$ cat config.mk
export PLATFORM = sky130hd
export DESIGN_NAME = pm_dev_end_flat
export DESIGN_NICKNAME = d
export VERILOG_FILES = /design/src/core/pm_link_pkg.sv /design/src/core/pm_link_if.sv /design/src/core/pm_interval_timer.sv /design/src/core/pm_dev_end.sv /design/src/flat_wrapper.sv
export VERILOG_INCLUDE_DIRS = /design/src /design/src/core
export SDC_FILE = /design/constraint.sdc
export NUM_CORES = 1
export LEC_CHECK = 0
export ABC_CLOCK_PERIOD_IN_PS = 2060
export BUFFER_PORTS_ARGS = -buffer_cell sky130_fd_sc_hd__buf_4
export CAP_MARGIN = 20
export CORE_ASPECT_RATIO = 1.25
export CORE_MARGIN = 2
export CORE_UTILIZATION = 30
export CTS_BUF_LIST = sky130_fd_sc_hd__clkbuf_4 sky130_fd_sc_hd__clkbuf_8
export DETAILED_ROUTE_END_ITERATION = 8
export GPL_TIMING_DRIVEN = 1
export HOLD_SLACK_MARGIN = 0.02
export PLACE_DENSITY = 0.58
export SLEW_MARGIN = 20
export SYNTH_ARGS = -nofsm -noshare
export SYNTH_HDL_FRONTEND = slang
export SYNTH_SLANG_ARGS = --single-unit
export TNS_END_PERCENT = 50
$ cat constraint.sdc
create_clock -name clk_sys -period 2.06 [get_ports clk_sys]
set_input_delay 0.206 -clock clk_sys [delete_from_list [all_inputs] [get_ports clk_sys]]
set_output_delay 0.206 -clock clk_sys [all_outputs]
set_load 0.02 [all_outputs]
$ cat src/core/pm_link_defs.svh
// pm_link_defs.svh: offsets, fields, reset values and timing counts
// assumes the including file has `timescale set where needed
`ifndef PM_LINK_DEFS_SVH
`define PM_LINK_DEFS_SVH

// clock period of clk_sys in ns (200 MHz)
`define CLK_PERIOD_NS      5
// idle interval before standby entry, ns; least time, rounded up
`define IDLE_TIME_NS       6000
`define IDLE_CYCLES        ((`IDLE_TIME_NS + `CLK_PERIOD_NS - 1) / `CLK_PERIOD_NS)
// request pin sample period, ns
`define PME_SAMPLE_NS      100000
`define PME_SAMPLE_CYCLES  (`PME_SAMPLE_NS / `CLK_PERIOD_NS)

// configuration register indices on the link
`define CFG_CMD            2'h0
`define CFG_PMCSR          2'h1
`define CFG_LNKCTL         2'h2
`define CFG_LNKCAP         2'h3

// command register fields
`define CMD_IO_BIT         0
`define CMD_MEM_BIT        1
`define CMD_BM_BIT         2
// power management control/status fields
`define PMCSR_PS_LSB       0
`define PMCSR_NSR_BIT      3
`define PS_D0              2'h0
`define PS_D1              2'h1
`define PS_D2              2'h2
`define PS_D3HOT           2'h3
// link control: standby entry enable is bit 0 of the two-bit field
`define LNKCTL_L0S_BIT     0
// link capabilities: standby-only support in bits 11:10
`define LNKCAP_VALUE       16'h0400

`define CMD_RESET          3'h0
`define LNKCTL_RESET       2'h0

`endif

$ cat src/core/pm_link_pkg.sv
// pm_link_pkg: shared types of the link power manager
// assumes nothing beyond a SystemVerilog compiler
package pm_link_pkg;

    typedef enum logic [2:0] {
        LINK_L0,
        LINK_L0S,
        LINK_L1,
        LINK_L23RDY
    } link_state_t;

    typedef enum logic [1:0] {
        DEV_D0_UNINIT,
        DEV_D0_ACTIVE,
        DEV_D3_HOT
    } dev_state_t;

endpackage : pm_link_pkg

$ cat src/core/pm_link_if.sv
// pm_link_if: abstract upstream link between bridge and root complex
// assumes both ends run on the same clk_sys
`timescale 1ns/10ps
`default_nettype none

interface pm_link_if;
    logic                      cfg_wr;      // config write pulse
    logic                      cfg_rd;      // config read pulse
    logic [1:0]                cfg_addr;    // register index
    logic [15:0]               cfg_wdata;   // write data
    logic [15:0]               cfg_rdata;   // read data
    logic                      cfg_ack;     // completion pulse
    logic                      turnoff;     // turn-off broadcast pulse
    logic                      exit_l1;     // upstream starts L1 exit
    logic                      host_pkt;    // upstream packet pulse
    pm_link_pkg::link_state_t  link_state;  // device link state
    logic                      pme_msg;     // power event message pulse
    logic                      turnoff_ack; // turn-off reply pulse
    logic                      dev_pkt;     // device packet pulse

    modport dev (
        input  cfg_wr, cfg_rd, cfg_addr, cfg_wdata, turnoff, exit_l1,
               host_pkt,
        output cfg_rdata, cfg_ack, link_state, pme_msg, turnoff_ack,
               dev_pkt
    );
    modport host (
        output cfg_wr, cfg_rd, cfg_addr, cfg_wdata, turnoff, exit_l1,
               host_pkt,
        input  cfg_rdata, cfg_ack, link_state, pme_msg, turnoff_ack,
               dev_pkt
    );
endinterface : pm_link_if

`default_nettype wire

$ cat src/core/pm_interval_timer.sv
// pm_interval_timer: counts cycles, flags when the count is reached
// assumes clear and run come from logic on clk_sys
`timescale 1ns/10ps
`default_nettype none

module pm_interval_timer #(
    parameter int CYCLES = 1200
) (
    input  wire logic clk_sys,  // system clock
    input  wire logic rst_n,    // sync reset, active low
    input  wire logic clear,    // restart the count
    input  wire logic run,      // count while high
    output logic      expired   // high once CYCLES reached
);
    localparam int W = $clog2(CYCLES + 1);
    localparam logic [W-1:0] LAST = W'(CYCLES);

    logic [W-1:0] cnt_ff;

    always_ff @(posedge clk_sys) begin
        if (!rst_n || clear || !run) begin
            cnt_ff <= '0;
        end else if (cnt_ff != LAST) begin
            cnt_ff <= cnt_ff + W'(1);
        end
    end

    assign expired = run && (cnt_ff == LAST);
endmodule : pm_interval_timer

`default_nettype wire

$ cat src/core/pm_dev_end.sv
// pm_dev_end: bridge power manager, device power state and link states
// assumes the upstream end keeps its own part of the link protocol
`timescale 1ns/10ps
`default_nettype none
`include "pm_link_defs.svh"

module pm_dev_end #(
    parameter int SAMPLE_CYCLES = `PME_SAMPLE_CYCLES
) (
    input  wire logic             clk_sys,        // system clock
    input  wire logic             rst_n,          // sync reset, active low
    pm_link_if.dev                link,           // upstream link
    input  wire logic             tx_pending,     // packet waiting to go
    input  wire logic             pme_req_n,      // secondary request pin
    output logic                  tx_grant,       // packet may go now
    output logic [1:0]            sec_clk_en,     // secondary clocks on
    output logic                  sec_rst_n,      // secondary bus reset
    output logic                  sec_bus_active, // bus takes part
    output pm_link_pkg::dev_state_t dev_state,    // device power state
    output logic                  no_soft_rst     // flag set on D3 to D0
);
    pm_link_pkg::link_state_t link_ff;
    pm_link_pkg::dev_state_t  dstate_ff;
    logic [2:0]  cmd_ff;
    logic [1:0]  lnkctl_ff;
    logic        nsr_ff;
    logic        pme_pend_ff;
    logic        toff_pend_ff;
    logic        req_meta_ff;
    logic        req_sync_ff;
    logic        ack_ff;
    logic [15:0] rdata_ff;
    logic        pme_msg_ff;
    logic        toff_ack_ff;
    logic        dev_pkt_ff;
    logic        grant_ff;
    logic [1:0]  clk_en_ff;
    logic        sec_rst_n_ff;
    logic        bus_act_ff;

    logic        cfg_req;
    logic        in_l23;
    logic        idle_hit;
    logic        sample_tick;
    logic        want_l0;
    logic        pkt_sent;
    logic        msg_slot;
    pm_link_pkg::link_state_t nxt_link;

    // packets never leave in L0s, L1 or L2/L3 ready
    function automatic logic can_tx(pm_link_pkg::link_state_t s);
        return s == pm_link_pkg::LINK_L0;
    endfunction : can_tx

    assign cfg_req = (link.cfg_wr || link.cfg_rd) && !in_l23;
    assign in_l23  = link_ff == pm_link_pkg::LINK_L23RDY;
    assign pkt_sent = dev_pkt_ff || pme_msg_ff || toff_ack_ff || ack_ff;
    // something must go upstream: return the link to L0
    assign want_l0 = tx_pending || pme_pend_ff || toff_pend_ff
                     || cfg_req || grant_ff || link.exit_l1;
    assign msg_slot = can_tx(link_ff) && !ack_ff && !cfg_req && !grant_ff;

    pm_interval_timer #(
        .CYCLES (`IDLE_CYCLES)
    ) u_idle (
        .clk_sys (clk_sys),
        .rst_n   (rst_n),
        .clear   (pkt_sent || link.host_pkt),
        .run     (can_tx(link_ff) && lnkctl_ff[`LNKCTL_L0S_BIT]),
        .expired (idle_hit)
    );

    pm_interval_timer #(
        .CYCLES (SAMPLE_CYCLES - 1)
    ) u_sample (
        .clk_sys (clk_sys),
        .rst_n   (rst_n),
        .clear   (sample_tick),
        .run     (1'b1),
        .expired (sample_tick)
    );

    // request pin crosses into clk_sys
    always_ff @(posedge clk_sys) begin
        if (!rst_n) begin
            req_meta_ff <= 1'b1;
            req_sync_ff <= 1'b1;
        end else begin
            req_meta_ff <= pme_req_n;
            req_sync_ff <= req_meta_ff;
        end
    end

    // link state machine
    always_comb begin
        nxt_link = link_ff;
        case (link_ff)
            pm_link_pkg::LINK_L0: begin
                if (toff_pend_ff && msg_slot) begin
                    nxt_link = pm_link_pkg::LINK_L23RDY;
                end else if (dstate_ff == pm_link_pkg::DEV_D3_HOT
                             && !want_l0 && !link.host_pkt) begin
                    nxt_link = pm_link_pkg::LINK_L1;
                end else if (idle_hit && !want_l0
                             && dstate_ff != pm_link_pkg::DEV_D3_HOT) begin
                    nxt_link = pm_link_pkg::LINK_L0S;
                end
            end
            pm_link_pkg::LINK_L0S: begin
                if (want_l0) begin
                    nxt_link = pm_link_pkg::LINK_L0;
                end else if (dstate_ff == pm_link_pkg::DEV_D3_HOT) begin
                    nxt_link = pm_link_pkg::LINK_L1;
                end
            end
            pm_link_pkg::LINK_L1: begin
                if (want_l0 || link.exit_l1) begin
                    nxt_link = pm_link_pkg::LINK_L0;
                end
            end
            pm_link_pkg::LINK_L23RDY: nxt_link = link_ff;
            default: nxt_link = pm_link_pkg::LINK_L0;
        endcase
    end

    always_ff @(posedge clk_sys) begin
        if (!rst_n) begin
            link_ff <= pm_link_pkg::LINK_L0;
        end else begin
            link_ff <= nxt_link;
        end
    end

    // device power state, changed only by config writes
    always_ff @(posedge clk_sys) begin
        if (!rst_n) begin
            dstate_ff <= pm_link_pkg::DEV_D0_UNINIT;
            cmd_ff    <= `CMD_RESET;
            lnkctl_ff <= `LNKCTL_RESET;
            nsr_ff    <= 1'b0;
        end else if (link.cfg_wr && !in_l23) begin
            case (link.cfg_addr)
                `CFG_CMD: begin
                    cmd_ff <= link.cfg_wdata[2:0];
                    if (dstate_ff == pm_link_pkg::DEV_D0_UNINIT
                        && link.cfg_wdata[2:0] != 3'h0) begin
                        dstate_ff <= pm_link_pkg::DEV_D0_ACTIVE;
                    end
                end
                `CFG_PMCSR: begin
                    case (link.cfg_wdata[`PMCSR_PS_LSB +: 2])
                        `PS_D3HOT: dstate_ff <= pm_link_pkg::DEV_D3_HOT;
                        `PS_D0: begin
                            if (dstate_ff == pm_link_pkg::DEV_D3_HOT) begin
                                dstate_ff <= pm_link_pkg::DEV_D0_UNINIT;
                                nsr_ff    <= 1'b1;
                            end
                        end
                        default: dstate_ff <= dstate_ff;
                    endcase
                end
                `CFG_LNKCTL: lnkctl_ff <= link.cfg_wdata[1:0];
                default: cmd_ff <= cmd_ff;
            endcase
        end
    end

    // config completions, one cycle after the request
    always_ff @(posedge clk_sys) begin
        if (!rst_n) begin
            ack_ff   <= 1'b0;
            rdata_ff <= 16'h0000;
        end else begin
            ack_ff   <= cfg_req;
            rdata_ff <= 16'h0000;
            if (link.cfg_rd && !in_l23) begin
                case (link.cfg_addr)
                    `CFG_CMD:    rdata_ff <= {13'h0000, cmd_ff};
                    `CFG_PMCSR:  rdata_ff <= {12'h000, nsr_ff, 1'b0,
                        (dstate_ff == pm_link_pkg::DEV_D3_HOT)
                        ? `PS_D3HOT : `PS_D0};
                    `CFG_LNKCTL: rdata_ff <= {14'h0000, lnkctl_ff};
                    default:     rdata_ff <= `LNKCAP_VALUE;
                endcase
            end
        end
    end

    // power event and turn-off bookkeeping
    always_ff @(posedge clk_sys) begin
        if (!rst_n) begin
            pme_pend_ff  <= 1'b0;
            toff_pend_ff <= 1'b0;
            pme_msg_ff   <= 1'b0;
            toff_ack_ff  <= 1'b0;
        end else begin
            pme_msg_ff  <= 1'b0;
            toff_ack_ff <= 1'b0;
            if (link.turnoff && !in_l23) begin
                toff_pend_ff <= 1'b1;
            end else if (toff_pend_ff && msg_slot) begin
                toff_pend_ff <= 1'b0;
                toff_ack_ff  <= 1'b1;
            end
            if (sample_tick && !req_sync_ff && !in_l23) begin
                pme_pend_ff <= 1'b1;
            end else if (pme_pend_ff && msg_slot && !toff_pend_ff) begin
                pme_pend_ff <= 1'b0;
                pme_msg_ff  <= 1'b1;
            end
        end
    end

    // transmit permission and secondary bus controls
    always_ff @(posedge clk_sys) begin
        if (!rst_n) begin
            grant_ff     <= 1'b0;
            dev_pkt_ff   <= 1'b0;
            clk_en_ff    <= 2'b00;
            sec_rst_n_ff <= 1'b0;
            bus_act_ff   <= 1'b0;
        end else begin
            grant_ff   <= tx_pending && msg_slot && !pme_pend_ff
                          && !toff_pend_ff && !grant_ff;
            dev_pkt_ff <= grant_ff;
            clk_en_ff  <= in_l23 ? 2'b00 : 2'b11;
            sec_rst_n_ff <= 1'b1;
            bus_act_ff <= dstate_ff != pm_link_pkg::DEV_D3_HOT
                          && !in_l23;
        end
    end

    assign link.cfg_ack     = ack_ff;
    assign link.cfg_rdata   = rdata_ff;
    assign link.link_state  = link_ff;
    assign link.pme_msg     = pme_msg_ff;
    assign link.turnoff_ack = toff_ack_ff;
    assign link.dev_pkt     = dev_pkt_ff;
    assign tx_grant         = grant_ff;
    assign sec_clk_en       = clk_en_ff;
    assign sec_rst_n        = sec_rst_n_ff;
    assign sec_bus_active   = bus_act_ff;
    assign dev_state        = dstate_ff;
    assign no_soft_rst      = nsr_ff;
endmodule : pm_dev_end

`default_nettype wire

$ cat src/flat_wrapper.sv
// flat-port wrapper written by rule: the top's interface ports become plain ports
module pm_dev_end_flat 
#(
    parameter int SAMPLE_CYCLES = `PME_SAMPLE_CYCLES
)
  (clk_sys, rst_n, tx_pending, pme_req_n, tx_grant, sec_clk_en, sec_rst_n, sec_bus_active, dev_state, no_soft_rst, link_cfg_wr, link_cfg_rd, link_cfg_addr, link_cfg_wdata, link_turnoff, link_exit_l1, link_host_pkt, link_cfg_rdata, link_cfg_ack, link_link_state, link_pme_msg, link_turnoff_ack, link_dev_pkt);
  pm_link_if link_i ();
  input  wire logic clk_sys;
  input  wire logic rst_n;
  input  wire logic tx_pending;
  input  wire logic pme_req_n;
  output logic tx_grant;
  output logic [1:0] sec_clk_en;
  output logic sec_rst_n;
  output logic sec_bus_active;
  output pm_link_pkg::dev_state_t dev_state;
  output logic no_soft_rst;
  input wire logic [$bits(link_i.cfg_wr)-1:0] link_cfg_wr;
  input wire logic [$bits(link_i.cfg_rd)-1:0] link_cfg_rd;
  input wire logic [$bits(link_i.cfg_addr)-1:0] link_cfg_addr;
  input wire logic [$bits(link_i.cfg_wdata)-1:0] link_cfg_wdata;
  input wire logic [$bits(link_i.turnoff)-1:0] link_turnoff;
  input wire logic [$bits(link_i.exit_l1)-1:0] link_exit_l1;
  input wire logic [$bits(link_i.host_pkt)-1:0] link_host_pkt;
  output wire logic [$bits(link_i.cfg_rdata)-1:0] link_cfg_rdata;
  output wire logic [$bits(link_i.cfg_ack)-1:0] link_cfg_ack;
  output wire logic [$bits(link_i.link_state)-1:0] link_link_state;
  output wire logic [$bits(link_i.pme_msg)-1:0] link_pme_msg;
  output wire logic [$bits(link_i.turnoff_ack)-1:0] link_turnoff_ack;
  output wire logic [$bits(link_i.dev_pkt)-1:0] link_dev_pkt;
  assign link_i.cfg_wr = link_cfg_wr;
  assign link_i.cfg_rd = link_cfg_rd;
  assign link_i.cfg_addr = link_cfg_addr;
  assign link_i.cfg_wdata = link_cfg_wdata;
  assign link_i.turnoff = link_turnoff;
  assign link_i.exit_l1 = link_exit_l1;
  assign link_i.host_pkt = link_host_pkt;
  assign link_cfg_rdata = link_i.cfg_rdata;
  assign link_cfg_ack = link_i.cfg_ack;
  assign link_link_state = link_i.link_state;
  assign link_pme_msg = link_i.pme_msg;
  assign link_turnoff_ack = link_i.turnoff_ack;
  assign link_dev_pkt = link_i.dev_pkt;
  pm_dev_end #(.SAMPLE_CYCLES(SAMPLE_CYCLES)) u_core (.clk_sys(clk_sys), .rst_n(rst_n), .link(link_i), .tx_pending(tx_pending), .pme_req_n(pme_req_n), .tx_grant(tx_grant), .sec_clk_en(sec_clk_en), .sec_rst_n(sec_rst_n), .sec_bus_active(sec_bus_active), .dev_state(dev_state), .no_soft_rst(no_soft_rst));
endmodule
==> impl_metrics.yaml <==
status:
  outcome: "completed"
clock_network:
  clockRootBuffer: "clkbuf_8"
  cts_setup_buffers: 0
  clock_sinks: 53
  clk_pin_slew_ns: 0.10
  ctsHoldBuffers: 0
  htree_levels: 2
  cts_buffers: 5
  cts_resized: 0
  cts_tree: "built"
  cts_buffer_depth: 2
  clk-insertion-delay-late_ns: 0.31
floorplanning:
  num_rows: 36
  dieWidth_um: 83.27
  die_h_um: 103.1
  ios: 58
  core-area_um2: 7702
  start_util: 0.3059
  die-area_um2: 8583
synthesis:
  synthCells: 268
  avgSynthCellArea_um2: 8.791
  yosysSeqAreaShare: 0.4503
  synthDistinctLibCells: 49
  async_flop_share: 0
  ys.warnings.count: 0
  syn_area_um2: 2356
  synth_edf_count: 0
  synth_seq_cells: 53
  ys.flop_type: "dfxtp_1"
sta:
  maxSlewHeadroom: 0.6203
  setup_slack_ns: 0.2061
  layout_min_cycle_time_ns: 1.854
  slew_viol_final: 0
  skew_ns: 0.009416
  fin_crit_sh: 0.9000
  setup_tns_ns: 0
  setup_viol: 0
  max_freq_ghz: 0.5394
  tightestPinTransition_ns: 0.5643
  rsz0062_at_grt: "false"
  hold-worst-slack_ns: 0.08189
  final_hold_viol_count: 0
critical_path:
  slowest_stage: "or4b_1"
  arrival_ns: 2.11
  reg2reg_depth: 4
  cpPeakStageDelay_ns: 0.51
  worstSetupEndpointType: "register"
  crit_required_ns: 2.31
  cp-start-kind: "register"
  path_class: "reg2reg"
  worst-path-max-fanout: 5
  path_cells: "or4b_1 -> or4_1 -> o311a_1 -> o21ai_2"
layout:
  multi_input_area_um2: 1161
  diodes: 0
  stdcell_count: 396
  drive_above_1_share: 0.1761
  fin_util: 0.3546
  nNetsFinal: 331
  areaGrowthSynthToFinish_pct: 15.93
  stdcell_area_um2: 2731
  seqCellArea_um2: 1061
  fillers: 829
global_routing:
  grt_first_pass_wirelength_mm: 7.990
  grt_pass1_vias: 1789
  grt-ovfl-total: 0
  antenna_found_initial: 0
  grt_max_degree: 18
  grtUsageTotal: 0.1141
min_path:
  holdPathStages: 2
  hold_class: "in2reg"
power_and_ir_drop:
  internal_power_mw: 1.356
  power.total_mw: 1.830
  ir_worst_vdd_v: 0.0003266
  power.switching_uw: 474.4
  p_comb_frac: 0.091
  power_density_nw_per_um2: 670.0
  p_sw_frac: 0.2593
  power_frac_seq: 0.583
  total_leakage_power_nw: 1.058
  pwr-share-clk: 0.325
route:
  viasPerCell: 4.768
  vias: 1888
  drcViolationCount: 0
  drtPass1Iterations: 4
  drtIter0Drc: 65
  finalWirelength_mm: 4.717
  wl_per_cell_um: 11.91
  postRouteAntennaNets: 0
placed_design:
  place_area_um2: 2641
  dpl.hpwl_mm: 3.510
  pre_cts_ws_ns: 0.2492
  port_buffers: 32
  gp_congestion: 0.8257
  placed_cells: 388
flow_run:
  maxCapViolCount: 0
==> final timing paths <==
check	startpoint	endpoint	slack [ns]
max	u_core.u_idle.cnt_ff[3]	u_core.link.link_state[0]	0.21
min	pme_req_n	u_core.req_meta_ff	0.08
max reg2reg	u_core.u_idle.cnt_ff[3]	u_core.link.link_state[0]	0.21
min reg2reg	u_core.req_meta_ff	u_core.req_sync_ff	0.41
==> worst max-delay path: cells and delay by family, from the launching register on <==
kind | cells | cell delay, ns
flops | 1 | 0.36
simple gates | 2 | 0.96
compound gates | 2 | 0.47
==> power groups by stage <==
stage | clock network (mW) | logic [mW] | registers (mW)
2_1_floorplan | 0 | 0.117 | 1.10
3_3_place_gp | 0 | 0.166 | 1.09
3_5_place_dp | 0 | 0.167 | 1.09
4_1_cts | 0.615 | 0.168 | 1.07
5_1_grt | 0.651 | 0.184 | 1.07
6_report | 0.595 | 0.167 | 1.07
==> state kept, by name, summed over array words and instances, names as in the netlist <==
signal,count
u_core.tx_grant,1
u_core.toff_pend_ff,1
u_core.dev_state,2
u_core.lnkctl_ff,2
u_core.sec_rst_n,1
u_core.link.pme_msg,1
u_core.link.turnoff_ack,1
u_core.u_idle.cnt_ff,11
u_core.u_sample.cnt_ff,15
u_core.sec_clk_en,1
u_core.link.dev_pkt,1
u_core.no_soft_rst,1
u_core.link.cfg_rdata,5
u_core.req_meta_ff,1
u_core.link.cfg_ack,1
u_core.cmd_ff,3
u_core.link.link_state,2
u_core.req_sync_ff,1
u_core.sec_bus_active,1
u_core.pme_pend_ff,1
==> per-layer routing <==
| metal | up-vias | wire [um] | global-route usage |
|---|---|---|---|
| li1 | 969 | - | - |
| met5 | - | 0 | 0 |
| met3 | 7 | 197 | 0.03122 |
| met2 | 32 | 2226 | 0.1960 |
| met4 | 0 | 70 | 0.04288 |
| met1 | 880 | 2221 | 0.1377 |
==> cell usage in the layout (no fill, tap or decap), types with 2 or more instances in the layout <==
cell      count
or3_1         5
conb_1       12
and4_1        4
nor3_1        2
inv_1         8
xor2_1       12
clkbuf_8      5
o21ai_0       8
nand4_1       9
or2_2         3
nand2b_1      5
ha_1          4
nand3b_1      3
nor2_1       35
mux2i_1       5
buf_4        36
dfxtp_1      53
nor4b_1       4
nand2_1      23
nor3b_1       2
xnor2_1       5
nand3_1      16
a21oi_1      14
and2_1        2
and3_1        2
==> cell families (layout without fill, tap and decap cells) <==
family,Yosys count,in the layout,synth area share
xor+xnor,17,17,0.06320
compound gates,33,33,0.08710
other cells,1,12,0.001592
simple gates,125,125,0.2809
mux,5,5,0.02124
buf+inv,30,52,0.07435
fa+ha+maj,4,4,0.02124
flops,53,53,0.4503
==> synthesized netlist by cell type (2+ instances only) <==
library cell / count / area [um2]
dfxtp_1: 53 / 1061
nor2_1: 35 / 131.4
nand2_1: 23 / 86.33
nand3_1: 16 / 80.08
a21oi_1: 14 / 70.07
buf_4: 14 / 105.1
xor2_1: 12 / 105.1
nand4_1: 9 / 56.30
inv_1: 8 / 30.03
o21ai_0: 8 / 40.04
clkbuf_1: 5 / 18.77
mux2i_1: 5 / 50.05
nand2b_1: 5 / 31.28
or3_1: 5 / 31.28
xnor2_1: 5 / 43.79
and4_1: 4 / 35.03
ha_1: 4 / 50.05
nor4b_1: 4 / 35.03
nand3b_1: 3 / 22.52
or2_2: 3 / 18.77
and2_1: 2 / 12.51
and3_1: 2 / 12.51
nor3_1: 2 / 10.01
nor3b_1: 2 / 15.01
==> area by class of cell <==
class,instances,area share
Sequential cell,53,0.3885
Clock buffer,5,0.02519
Clock inverter,3,0.007787
Inverter,8,0.01099
Multi-Input combinational cell,196,0.4251
Timing Repair Buffer,36,0.09895
Tap cell,95,0.04352
No activity file was read; power rests on OpenSTA's default activity.
